`src/design/dpg_pkg.sv`:
```
// Purpose: Shared constants and types for the dual GPIO port block
// Assumes: Byte-wide register port, one clock, synchronous reset
// Notes:   Register offsets are byte addresses on the plain register port
package dpg_pkg;

    // ---------------------------------------------------------------
    // Register offsets
    // ---------------------------------------------------------------
    localparam logic [7:0] OFS_FIRST_PORT_DATA       = 8'h05;
    localparam logic [7:0] OFS_SECOND_PORT_DATA      = 8'h06;
    localparam logic [7:0] OFS_OPTION_CONTROL        = 8'h81;
    localparam logic [7:0] OFS_FIRST_PORT_DIRECTION  = 8'h85;
    localparam logic [7:0] OFS_SECOND_PORT_DIRECTION = 8'h86;
    localparam logic [7:0] OFS_ANALOG_PIN_CONFIG     = 8'h9F;
    localparam logic [7:0] OFS_INTERRUPT_CONTROL     = 8'hA0;
    // Bit set registers: result = pins OR write data, stored in the latch
    localparam logic [7:0] OFS_FIRST_PORT_SET        = 8'hA1;
    localparam logic [7:0] OFS_SECOND_PORT_SET       = 8'hA2;
    // Bit clear registers: result = pins AND NOT write data
    localparam logic [7:0] OFS_FIRST_PORT_CLEAR      = 8'hA3;
    localparam logic [7:0] OFS_SECOND_PORT_CLEAR     = 8'hA4;

    // ---------------------------------------------------------------
    // Reset values
    // ---------------------------------------------------------------
    localparam logic [7:0] RST_OPTION_CONTROL        = 8'hFF;
    localparam logic [7:0] RST_FIRST_PORT_DIRECTION  = 8'h3F;
    localparam logic [7:0] RST_SECOND_PORT_DIRECTION = 8'hFF;
    localparam logic [2:0] RST_ANALOG_PIN_CONFIG     = 3'h0;
    localparam logic [7:0] RST_LATCH                 = 8'h00;

    // ---------------------------------------------------------------
    // Field positions
    // ---------------------------------------------------------------
    localparam int POS_PULLUP_ENABLE_N   = 7;
    localparam int POS_PORT_CHANGE_FLAG  = 0;
    localparam int POS_CHANGE_ENABLE     = 3;
    localparam int POS_OPEN_DRAIN_PIN    = 4;
    localparam int POS_EXT_INT           = 0;
    localparam int POS_PROG_CLK          = 6;
    localparam int POS_PROG_DATA         = 7;
    localparam int CHANGE_LO             = 4;
    localparam int CHANGE_HI             = 7;

    // ---------------------------------------------------------------
    // Analog select decode
    // ---------------------------------------------------------------
    localparam logic [2:0] CFG_ALL_ANALOG     = 3'h0;
    localparam logic [2:0] CFG_DIGITAL_MIN    = 3'h6;
    localparam logic [5:0] MASK_ALL_ANALOG    = 6'h2F;
    localparam logic [5:0] MASK_PART_ANALOG   = 6'h0B;
    localparam logic [5:0] MASK_NONE          = 6'h00;

    typedef struct packed {
        logic [7:0] addr;
        logic [7:0] wdata;
        logic       we;
        logic       re;
    } dpg_req_t;

endpackage : dpg_pkg

```
`src/design/dpg_gpio.sv`:
```
// Purpose: Two general purpose ports, a 6-bit and an 8-bit, with pin sharing
// Assumes: Pin inputs synchronous to mclk_i; software keeps analog pins as inputs
// Notes:   Pads are split into in, out and output enable; board resolves levels
//
// Behaviour
// - First port: six pins, direction, latch, readback
// - Direction one tristates, zero drives latch
// - Reset: first port inputs, all but bit four read zero
// - Read returns pins, write loads latch
// - Set and clear writes are read-modify-write into latch
// - Bit four open drain, feeds timer clock
// - Analog select field; analog pins read zero
// - Upper two first-port bits read zero
// - Programming mode takes second port bits six, seven
// - Second port: eight pins, same direction encoding
// - Pull-ups on when option bit seven clear
// - Output pins never get pull-up
// - Pull-ups off after reset
// - Only input pins of upper four compared
// - Mismatch versus snapshot from last second port access sets change flag
// - Pending change can wake from sleep
// - Mismatch keeps setting flag; access ends it
// - Bit zero interrupt; bits six, seven programming
//
// Design decision made here: the strobed register port.
`timescale 1ns/100ps

module dpg_gpio #(
    parameter int PA_W = 6,
    parameter int PB_W = 8
) (
    input  wire logic             mclk_i,
    input  wire logic             rst_n_i,
    input  wire dpg_pkg::dpg_req_t req_i,
    output logic [7:0]            rdata_o,
    input  wire logic [PA_W-1:0]  pa_in_i,
    output logic [PA_W-1:0]       pa_out_o,
    output logic [PA_W-1:0]       pa_oe_o,
    input  wire logic [PB_W-1:0]  pb_in_i,
    output logic [PB_W-1:0]       pb_out_o,
    output logic [PB_W-1:0]       pb_oe_o,
    output logic [PB_W-1:0]       pb_pullup_o,
    input  wire logic             prog_mode_i,
    output logic                  timer_zero_clock_in_o,
    output logic                  ext_int_o,
    output logic                  prog_clk_o,
    output logic                  prog_data_o,
    output logic [PA_W-1:0]       analog_sel_o,
    output logic                  port_change_flag_o,
    output logic                  wake_o
);

    // ---------------------------------------------------------------
    // Register state
    // ---------------------------------------------------------------
    localparam int CHANGE_HI_W = dpg_pkg::CHANGE_HI - dpg_pkg::CHANGE_LO + 1;

    logic [PA_W-1:0] pa_latch_q;
    logic [PA_W-1:0] pa_dir_q;
    logic [PB_W-1:0] pb_latch_q;
    logic [PB_W-1:0] pb_dir_q;
    logic [7:0]      option_q;
    logic [2:0]      acfg_q;
    logic            change_en_q;
    logic            flag_q;
    logic [CHANGE_HI_W-1:0] snap_q;

    logic [PA_W-1:0] analog_mask;
    logic [PA_W-1:0] pa_read;
    logic [PB_W-1:0] pb_read;
    logic [CHANGE_HI_W-1:0] mismatch;
    logic            pb_access;
    logic [7:0]      rdata_d;

    // ---------------------------------------------------------------
    // Decode and read paths
    // ---------------------------------------------------------------
    always_comb begin
        if (acfg_q == dpg_pkg::CFG_ALL_ANALOG) begin
            analog_mask = dpg_pkg::MASK_ALL_ANALOG[PA_W-1:0];
        end else if (acfg_q >= dpg_pkg::CFG_DIGITAL_MIN) begin
            analog_mask = dpg_pkg::MASK_NONE[PA_W-1:0];
        end else begin
            analog_mask = dpg_pkg::MASK_PART_ANALOG[PA_W-1:0];
        end
    end

    assign pa_read = pa_in_i & ~analog_mask;
    assign pb_read = pb_in_i;

    // Output pins drop out of the comparison entirely
    assign mismatch = (pb_in_i[dpg_pkg::CHANGE_HI:dpg_pkg::CHANGE_LO] ^ snap_q)
                    & pb_dir_q[dpg_pkg::CHANGE_HI:dpg_pkg::CHANGE_LO];

    assign pb_access = (req_i.we || req_i.re) &&
                       (req_i.addr == dpg_pkg::OFS_SECOND_PORT_DATA ||
                        req_i.addr == dpg_pkg::OFS_SECOND_PORT_SET ||
                        req_i.addr == dpg_pkg::OFS_SECOND_PORT_CLEAR);

    always_comb begin
        rdata_d = 8'h00;
        if (req_i.re) begin
            case (req_i.addr)
                dpg_pkg::OFS_FIRST_PORT_DATA:       rdata_d = 8'(pa_read);
                dpg_pkg::OFS_SECOND_PORT_DATA:      rdata_d = 8'(pb_read);
                dpg_pkg::OFS_OPTION_CONTROL:        rdata_d = option_q;
                dpg_pkg::OFS_FIRST_PORT_DIRECTION:  rdata_d = 8'(pa_dir_q);
                dpg_pkg::OFS_SECOND_PORT_DIRECTION: rdata_d = 8'(pb_dir_q);
                dpg_pkg::OFS_ANALOG_PIN_CONFIG:     rdata_d = 8'(acfg_q);
                dpg_pkg::OFS_INTERRUPT_CONTROL: begin
                    rdata_d[dpg_pkg::POS_PORT_CHANGE_FLAG] = flag_q;
                    rdata_d[dpg_pkg::POS_CHANGE_ENABLE]    = change_en_q;
                end
                default:                            rdata_d = 8'h00;
            endcase
        end
    end

    always_ff @(posedge mclk_i) begin
        if (!rst_n_i) begin
            rdata_o <= 8'h00;
        end else begin
            rdata_o <= rdata_d;
        end
    end

    // ---------------------------------------------------------------
    // Output latches
    // ---------------------------------------------------------------
    // Latch takes every data, set or clear write whatever the direction bits say
    always_ff @(posedge mclk_i) begin
        if (!rst_n_i) begin
            pa_latch_q <= dpg_pkg::RST_LATCH[PA_W-1:0];
        end else if (req_i.we) begin
            case (req_i.addr)
                dpg_pkg::OFS_FIRST_PORT_DATA:  pa_latch_q <= req_i.wdata[PA_W-1:0];
                dpg_pkg::OFS_FIRST_PORT_SET:   pa_latch_q <= pa_in_i | req_i.wdata[PA_W-1:0];
                dpg_pkg::OFS_FIRST_PORT_CLEAR: pa_latch_q <= pa_in_i & ~req_i.wdata[PA_W-1:0];
                default:                       pa_latch_q <= pa_latch_q;
            endcase
        end
    end

    always_ff @(posedge mclk_i) begin
        if (!rst_n_i) begin
            pb_latch_q <= dpg_pkg::RST_LATCH[PB_W-1:0];
        end else if (req_i.we) begin
            case (req_i.addr)
                dpg_pkg::OFS_SECOND_PORT_DATA:  pb_latch_q <= req_i.wdata[PB_W-1:0];
                dpg_pkg::OFS_SECOND_PORT_SET:   pb_latch_q <= pb_in_i | req_i.wdata[PB_W-1:0];
                dpg_pkg::OFS_SECOND_PORT_CLEAR: pb_latch_q <= pb_in_i & ~req_i.wdata[PB_W-1:0];
                default:                        pb_latch_q <= pb_latch_q;
            endcase
        end
    end

    // ---------------------------------------------------------------
    // Configuration registers
    // ---------------------------------------------------------------
    always_ff @(posedge mclk_i) begin
        if (!rst_n_i) begin
            pa_dir_q <= dpg_pkg::RST_FIRST_PORT_DIRECTION[PA_W-1:0];
            pb_dir_q <= dpg_pkg::RST_SECOND_PORT_DIRECTION[PB_W-1:0];
            option_q <= dpg_pkg::RST_OPTION_CONTROL;
            acfg_q   <= dpg_pkg::RST_ANALOG_PIN_CONFIG;
        end else if (req_i.we) begin
            case (req_i.addr)
                dpg_pkg::OFS_FIRST_PORT_DIRECTION:  pa_dir_q <= req_i.wdata[PA_W-1:0];
                dpg_pkg::OFS_SECOND_PORT_DIRECTION: pb_dir_q <= req_i.wdata[PB_W-1:0];
                dpg_pkg::OFS_OPTION_CONTROL:        option_q <= req_i.wdata;
                dpg_pkg::OFS_ANALOG_PIN_CONFIG:     acfg_q   <= req_i.wdata[2:0];
                default:                            acfg_q   <= acfg_q;
            endcase
        end
    end

    // ---------------------------------------------------------------
    // Change detection
    // ---------------------------------------------------------------
    // Any second port data, set or clear access re-arms the snapshot, so polling ends the mismatch
    always_ff @(posedge mclk_i) begin
        if (!rst_n_i) begin
            snap_q <= '0;
        end else if (pb_access) begin
            snap_q <= pb_in_i[dpg_pkg::CHANGE_HI:dpg_pkg::CHANGE_LO];
        end
    end

    always_ff @(posedge mclk_i) begin
        if (!rst_n_i) begin
            change_en_q <= 1'b0;
        end else if (req_i.we && req_i.addr == dpg_pkg::OFS_INTERRUPT_CONTROL) begin
            change_en_q <= req_i.wdata[dpg_pkg::POS_CHANGE_ENABLE];
        end
    end

    // Set beats a same-cycle software clear
    always_ff @(posedge mclk_i) begin
        if (!rst_n_i) begin
            flag_q <= 1'b0;
        end else if (|mismatch) begin
            flag_q <= 1'b1;
        end else if (req_i.we && req_i.addr == dpg_pkg::OFS_INTERRUPT_CONTROL) begin
            flag_q <= req_i.wdata[dpg_pkg::POS_PORT_CHANGE_FLAG];
        end
    end

    // ---------------------------------------------------------------
    // Pad drive, registered
    // ---------------------------------------------------------------
    genvar gi;
    generate
        for (gi = 0; gi < PA_W; gi++) begin : g_pa
            always_ff @(posedge mclk_i) begin
                if (!rst_n_i) begin
                    pa_out_o[gi] <= 1'b0;
                    pa_oe_o[gi]  <= 1'b0;
                end else if (gi == dpg_pkg::POS_OPEN_DRAIN_PIN) begin
                    // Can only sink: drive low while latch is zero
                    pa_out_o[gi] <= 1'b0;
                    pa_oe_o[gi]  <= ~pa_dir_q[gi] & ~pa_latch_q[gi];
                end else begin
                    // Analog pins still obey direction; software keeps them inputs
                    pa_out_o[gi] <= pa_latch_q[gi];
                    pa_oe_o[gi]  <= ~pa_dir_q[gi];
                end
            end
        end
        for (gi = 0; gi < PB_W; gi++) begin : g_pb
            localparam bit SHARED = (gi == dpg_pkg::POS_PROG_CLK) || (gi == dpg_pkg::POS_PROG_DATA);
            always_ff @(posedge mclk_i) begin
                if (!rst_n_i) begin
                    pb_out_o[gi]    <= 1'b0;
                    pb_oe_o[gi]     <= 1'b0;
                    pb_pullup_o[gi] <= 1'b0;
                end else begin
                    pb_out_o[gi]    <= pb_latch_q[gi];
                    pb_oe_o[gi]     <= ~pb_dir_q[gi] & ~(SHARED & prog_mode_i);
                    pb_pullup_o[gi] <= ~option_q[dpg_pkg::POS_PULLUP_ENABLE_N] & pb_dir_q[gi];
                end
            end
        end
    endgenerate

    // ---------------------------------------------------------------
    // Shared functions and status outputs
    // ---------------------------------------------------------------
    always_ff @(posedge mclk_i) begin
        if (!rst_n_i) begin
            timer_zero_clock_in_o <= 1'b0;
            ext_int_o             <= 1'b0;
            prog_clk_o            <= 1'b0;
            prog_data_o           <= 1'b0;
            analog_sel_o          <= '0;
            port_change_flag_o    <= 1'b0;
            wake_o                <= 1'b0;
        end else begin
            timer_zero_clock_in_o <= pa_in_i[dpg_pkg::POS_OPEN_DRAIN_PIN];
            ext_int_o             <= pb_in_i[dpg_pkg::POS_EXT_INT];
            prog_clk_o            <= prog_mode_i & pb_in_i[dpg_pkg::POS_PROG_CLK];
            prog_data_o           <= prog_mode_i & pb_in_i[dpg_pkg::POS_PROG_DATA];
            analog_sel_o          <= analog_mask;
            port_change_flag_o    <= flag_q;
            wake_o                <= flag_q & change_en_q;
        end
    end

endmodule : dpg_gpio

```
`config.mk`:
```
export PLATFORM = sky130hd
export DESIGN_NAME = dpg_gpio
export DESIGN_NICKNAME = d
export VERILOG_FILES = /design/src/design/dpg_pkg.sv /design/src/design/dpg_gpio.sv
export SDC_FILE = /design/constraint.sdc
export NUM_CORES = 1
export LEC_CHECK = 0
export ABC_AREA = 1
export BUFFER_PORTS_ARGS = -buffer_cell sky130_fd_sc_hd__buf_2
export CAP_MARGIN = 20
export CORE_ASPECT_RATIO = 0.6
export CORE_MARGIN = 4
export CORE_UTILIZATION = 40
export CTS_CLUSTER_SIZE = 10
export DETAILED_ROUTE_END_ITERATION = 10
export PLACE_DENSITY = 0.67
export SYNTH_ARGS = -nofsm -noshare
export SYNTH_HDL_FRONTEND = slang
export SYNTH_SLANG_ARGS = --single-unit
```
`constraint.sdc`:
```
create_clock -name mclk_i -period 1 [get_ports mclk_i]
set_input_delay 0.1 -clock mclk_i [delete_from_list [all_inputs] [get_ports mclk_i]]
set_output_delay 0.1 -clock mclk_i [all_outputs]
set_load 0.005 [all_outputs]
```
# Word-level counts from Yosys, hierarchy flattened
# Index checks and enable logic that the tools add are counted.
# W data, S select, Z words.
totals:
  output_inout_bits: 56
  elab_cells: 132
  inputBits: 35
  register_bits: 100
op_classes:
  n_bitwise: 41
  n_reduce_logical: 17
  muxes: 10
  n_lt_le_gt_ge: 1
  n_eq_ne: 11
op_table:
  columns: ["cell", "n"]
  rows:
  - ["$eq A8 B8 Y1 const B", 9]
  - ["$pmux W8 S3", 1]
  - ["$pmux W4 S5", 1]
  - ["$pmux W6 S3", 1]
  - ["$not A1 Y1", 17]
  - ["$eq A8 B3 Y1 const B", 2]
  - ["$and A1 B1 Y1", 14]
  - ["$reduce_and A2 Y1", 7]
  - ["$and A6 B6 Y6", 2]
  - ["$not A6 Y6", 2]
  - ["$pmux W2 S6", 1]
  - ["$and A8 B8 Y8", 1]
  - ["$not A8 Y8", 1]
  - ["$or A8 B8 Y8", 1]
  - ["$pmux W1 S7", 1]
  - ["$mux W6", 1]
  - ["$or A6 B6 Y6", 1]
  - ["$pmux W1 S6", 1]
  - ["$reduce_bool A3 Y1", 2]
  - ["$and A4 B4 Y4", 1]
  - ["$mux W4", 1]
  - ["$reduce_or A4 Y1", 1]
  - ["$xor A4 B4 Y4", 1]
  - ["$ge A3 B3 Y1 const B", 1]
  - ["5 further kinds", 9]

# Depth between registers and ports, before layout
logic_depth:
  word_depth: 6
  mapped_depth: 10
  ltp_nobuf: 9

# Least setup slack after synthesis
# Ideal clock, no wire load.
synth_timing:
  path_kind: "input to register"
  startpoint: "input port req_i[13] (netlist bit)"
  endpoint: "register pb_dir_q[2]"
  t_arrival_ps: 908
  setup_slack_ps: -43
  n_path_buf: 0
  t_required_ps: 865
  setup_time_ps: 135
  stages: 8
  cell_sequence: "inv_1 -> nand2_4 -> nor2_8 -> nand2_4 -> nor2_8 -> inv_4 -> nand2_1 -> o211ai_2"
synth_between:
  elab_chain_len: 2
synth_rtl:
  columns: ["element", "line", "source"]
  rows:
  - ["from (decl)", "dpg_gpio.sv:34", "input wire dpg_pkg::dpg_req_t req_i,"]
  - ["$eq A8 B8 Y1", "dpg_gpio.sv:167", "case (req_i.addr)"]
  - ["$reduce_and A2 Y1 (no source line)", null, null]
  - ["to (signal assigned)", "dpg_gpio.sv:163", "pb_dir_q <= dpg_pkg::RST_SECOND_PORT_DIRECTION[PB_W-1:0];"]
  - ["to (signal assigned)", "dpg_gpio.sv:169", "dpg_pkg::OFS_SECOND_PORT_DIRECTION: pb_dir_q <= req_i.wdata[PB_W-1:0];"]
  - ["to (decl)", "dpg_gpio.sv:61", "logic [PB_W-1:0] pb_dir_q;"]
# Every way passes these cells.
# A chain may end at the register's enable or synchronous reset.

# Final worst setup path
layout_timing:
  startpoint: "register acfg_q[1]"
  endpoint: "register rdata_o[3]"
layout_between:
  elab_chain_len: 6
  word_cells_on_any_way: 7
  classes_between: "order compare: 1; mux: 3; bitwise: 2; reduce/logical: 1"
layout_rtl:
  columns: ["element", "line", "source"]
  rows:
  - ["from (decl)", "dpg_gpio.sv:63", "logic [2:0] acfg_q;"]
  - ["from (signal assigned)", "dpg_gpio.sv:165", "acfg_q <= dpg_pkg::RST_ANALOG_PIN_CONFIG;"]
  - ["from (signal assigned)", "dpg_gpio.sv:171", "dpg_pkg::OFS_ANALOG_PIN_CONFIG: acfg_q <= req_i.wdata[2:0];"]
  - ["from (signal assigned)", "dpg_gpio.sv:172", "default: acfg_q <= acfg_q;"]
  - ["$ge A3 B3 Y1", "dpg_gpio.sv:81", "end else if (acfg_q >= dpg_pkg::CFG_DIGITAL_MIN) begin"]
  - ["$mux W4", "dpg_gpio.sv:81", null]
  - ["$mux W6 *", "dpg_gpio.sv:79", "if (acfg_q == dpg_pkg::CFG_ALL_ANALOG) begin"]
  - ["$not A6 Y6 *", "dpg_gpio.sv:88", "assign pa_read = pa_in_i & ~analog_mask;"]
  - ["$and A6 B6 Y6 *", "dpg_gpio.sv:88", null]
  - ["$pmux W1 S6 *", "dpg_gpio.sv:103", "case (req_i.addr)"]
  - ["to (signal assigned)", "dpg_gpio.sv:123", "rdata_o <= rdata_d;"]
  - ["to (decl)", "dpg_gpio.sv:35", "output logic [7:0] rdata_o,"]
# Every way passes the cells marked *; elsewhere a longest branch is shown, timed or not.

==> qor.txt <==
Status: complete, but fails checks
Failing checks: setup timing
Fin util: 0.558
Final std cells w/o fill: 831
CP startpoint: acfg_q[1]$_SDFFE_PN0P_
H-tree depth: 3
Largest net degree at the start of global routing: 29
Crit-path max FO: 4
# rows: 28
RSZ-0062 raised after global routing: yes
Mapped Cells: 550
Worst Path Required: 1.27 ns
Total grt overflow: 0
CTS root buf: clkbuf_16
Metal1 wirelength: 6040 microns
Worst setup SP type: register
Vias in the first global route: 3,771
Final Instance Area: 5520 sq um
Worst Hold Slack: 0.0151 ns
Post-detailed-route wirelength per cell: 14.7 microns
Antenna violations before repair: 0
Final setup violating endpoints: 5
PD cells: 1450 nW/um^2
Distinct cells, synth: 31
Initial DRT Pass Iterations: 5
Met2 WL: 4810 microns
CP max stage delay: 0.38 ns
Core area: 9880 sq um
Placed cell count: 810
Die area: 11,900 sq um
Post-route ant nets: 0
Slowest CP cell: dfxtp_4
Initial Utilization: 0.411
Port bufs: 88
Hold Path Origin: req_i[7]
Num Clock Sinks: 96
CP Cell Sequence: nand2_4 -> inv_2 -> nand2_2 -> nand3b_1 -> o21ai_1 -> inv_1 -> a21oi_2
Chip Width: 138 microns
Layout Area Growth over Synthesis: 35.9%
DIE HEIGHT: 86.0 microns
Area occupied by multi-input gates: 1900 sq um
Top routing layer in use: met4
Synth Area per Inst: 7.38 sq um
Launch point of the worst reg-to-reg path: acfg_q[1]$_SDFFE_PN0P_
Seq/Total Area, Yosys: 0.473
Period utilization: 1.08
Clk slew on worst S/H paths: 0.06 ns
Vias after detailed routing: 4,011
Worst setup margin: -0.0842 ns
First-pass GRT wire length: 19,400 microns
CTS tree: done
Worst hold path class: in2reg
Final min period: 1.08 ns
VDD IR-drop max: 0.793 mV
Diode count: 0
CP endpoint kind: register
Num CTS Buffers: 9
#FFs+latches synth: 96
Placer Congestion: 0.933
Static Leak: 3.09 nW
Maxcap violations: 0
Top cell family by delay on the critical path: flip-flops
Final wirelength: 12,200 microns
Clock Skew: 0.00537 ns
Layout cells sized above 1: 0.316
Via-to-Cell Ratio: 4.83
Max Root-Sink Buffers: 2
Detail Route met3 WL: 1150 microns
R2R setup slack: -0.08 ns
Slew Viols, Final: 0
Fin. Hold Viols: 0
Fillers: 962
Layout Nets: 726
WS Path Type: reg2reg
Skew-Pair Late Insertion Delay: 0.35 ns
CP bufs+invs: 2
Register Area: 1930 sq um
DPL Wire Length: 9590 microns
FMAX: 922 MHz
Mapped cell area: 4060 sq um
DRT iter0 DRCs: 231
GRT Total Usage: 0.208
Area after DPL: 5050 sq um
CP arrival: 1.36 ns
DRC errors left: 0
Top Ports: 91
YS warnings: 0
-- cells in the mapped netlist (all sizes together) --
library cell | count | area, sq um
conb | 1 | 3.75
and2 | 1 | 6.26
nand2 | 167 | 694
buf | 13 | 80.1
dfxtp | 96 | 1920
nor4 | 1 | 6.26
nand3 | 44 | 225
nand3b | 4 | 30.0
clkbuf | 4 | 16.3
or2 | 1 | 6.26
nor2 | 77 | 398
o211ai | 13 | 103
inv | 70 | 265
a21oi | 23 | 126
nor3 | 6 | 30.0
o21ai | 28 | 140
o22ai | 1 | 6.26
-- state kept, by name (all words and copies together), names as in the netlist, 2 cells and up --
| register | count |
|---|---|
| pa_out_o | 5 |
| rdata_o | 8 |
| pb_latch_q | 8 |
| pb_pullup_o | 8 |
| acfg_q | 3 |
| option_q | 8 |
| pa_oe_o | 6 |
| pb_dir_q | 8 |
| snap_q | 4 |
| pb_out_o | 8 |
| pb_oe_o | 8 |
| analog_sel_o | 2 |
| pa_latch_q | 6 |
| pa_dir_q | 6 |
-- logic make-up after synthesis --
kind of cell	Yosys count	synth area share
DFF	96	0.473
buffers and inverters	87	0.0891
and+or+nand+nor	301	0.344
other	1	0.000924
AOI/OAI and AO/OA	65	0.0925
-- path summary, 6_finish.rpt --
path,to,cells past startpoint
hold reg to reg,pb_oe_o[5]$_SDFF_PN0_,1
setup / recovery,rdata_o[3]$_SDFF_PN0_,7
setup reg to reg,rdata_o[3]$_SDFF_PN0_,7
hold / removal,pb_dir_q[5]$_SDFFE_PN1P_,3
-- layer usage --
| metal | vias to the layer above | global-route usage |
|---|---|---|
| met4 | 0 | 0.0691 |
| met5 | - | 0 |
| met1 | 1830 | 0.303 |
| met2 | 164 | 0.298 |
| met3 | 20 | 0.0568 |
| li1 | 1997 | - |
-- per-stage QoR --
step	setup TNS (ns)	setup slack (ns)	power [mW]
3_5_place_dp	-14.06	-0.355	4.54
5_1_grt	-0.485	-0.131	8.22
6_report	-0.120	-0.0842	7.98
3_3_place_gp	-12.78	-0.336	4.54
4_1_cts	-0.183	-0.0624	7.99
2_1_floorplan	0	0.00145	4.26
-- layout make-up --
| type | count | area share |
|---|---|---|
| clock inverters | 4 | 0.00975 |
| flip-flops and latches | 96 | 0.350 |
| inverters | 70 | 0.0540 |
| clock buffers | 12 | 0.0447 |
| multi-input cells | 369 | 0.345 |
| well taps | 135 | 0.0306 |
| repair buffers | 145 | 0.166 |
-- power breakdown --
| part | total, mW | leakage [nW] | switching (mW) | internal, mW |
|---|---|---|---|---|
| sequential | 3.85 | 0.778 | 0.0106 | 3.84 |
| combinational | 0.634 | 2.18 | 0.402 | 0.232 |
| clock | 3.49 | 0.139 | 1.48 | 2.01 |
| total | 7.98 | 3.09 | 1.89 | 6.09 |
-- placed cells by master, fill, tap and decap left out, types with 2 or more instances in the layout --
master,n
nand3_1,42
buf_12,2
nor2_1,63
a21oi_2,3
nor2_4,5
o21ai_0,20
clkinvlp_4,4
clkbuf_16,9
conb_1,2
o211ai_1,12
inv_1,58
nand3b_1,4
nand2_4,13
nor3_1,5
nand2_1,144
dfxtp_1,93
clkbuf_1,2
nor2_2,4
buf_2,85
buf_6,3
inv_2,5
inv_4,3
buf_4,53
a21oi_1,19
dfxtp_4,2
nand2_2,10
nor2_8,5
o21ai_1,8
-- worst min-delay path, stage by stage --
cell and delay (ns):
buf_2 0.11, a21oi_1 0.06, o21ai_0 0.06
-- timing repair --
action,4_1_cts,5_1_grt
setup buffers,3,0
endpoints found under the hold margin,2,0
pin swaps,6,18
endpoints found under the setup margin,6,36
gates cloned,0,1
hold buffers,1,0
resized for setup,13,32
(Power assumes the default switching activity.)
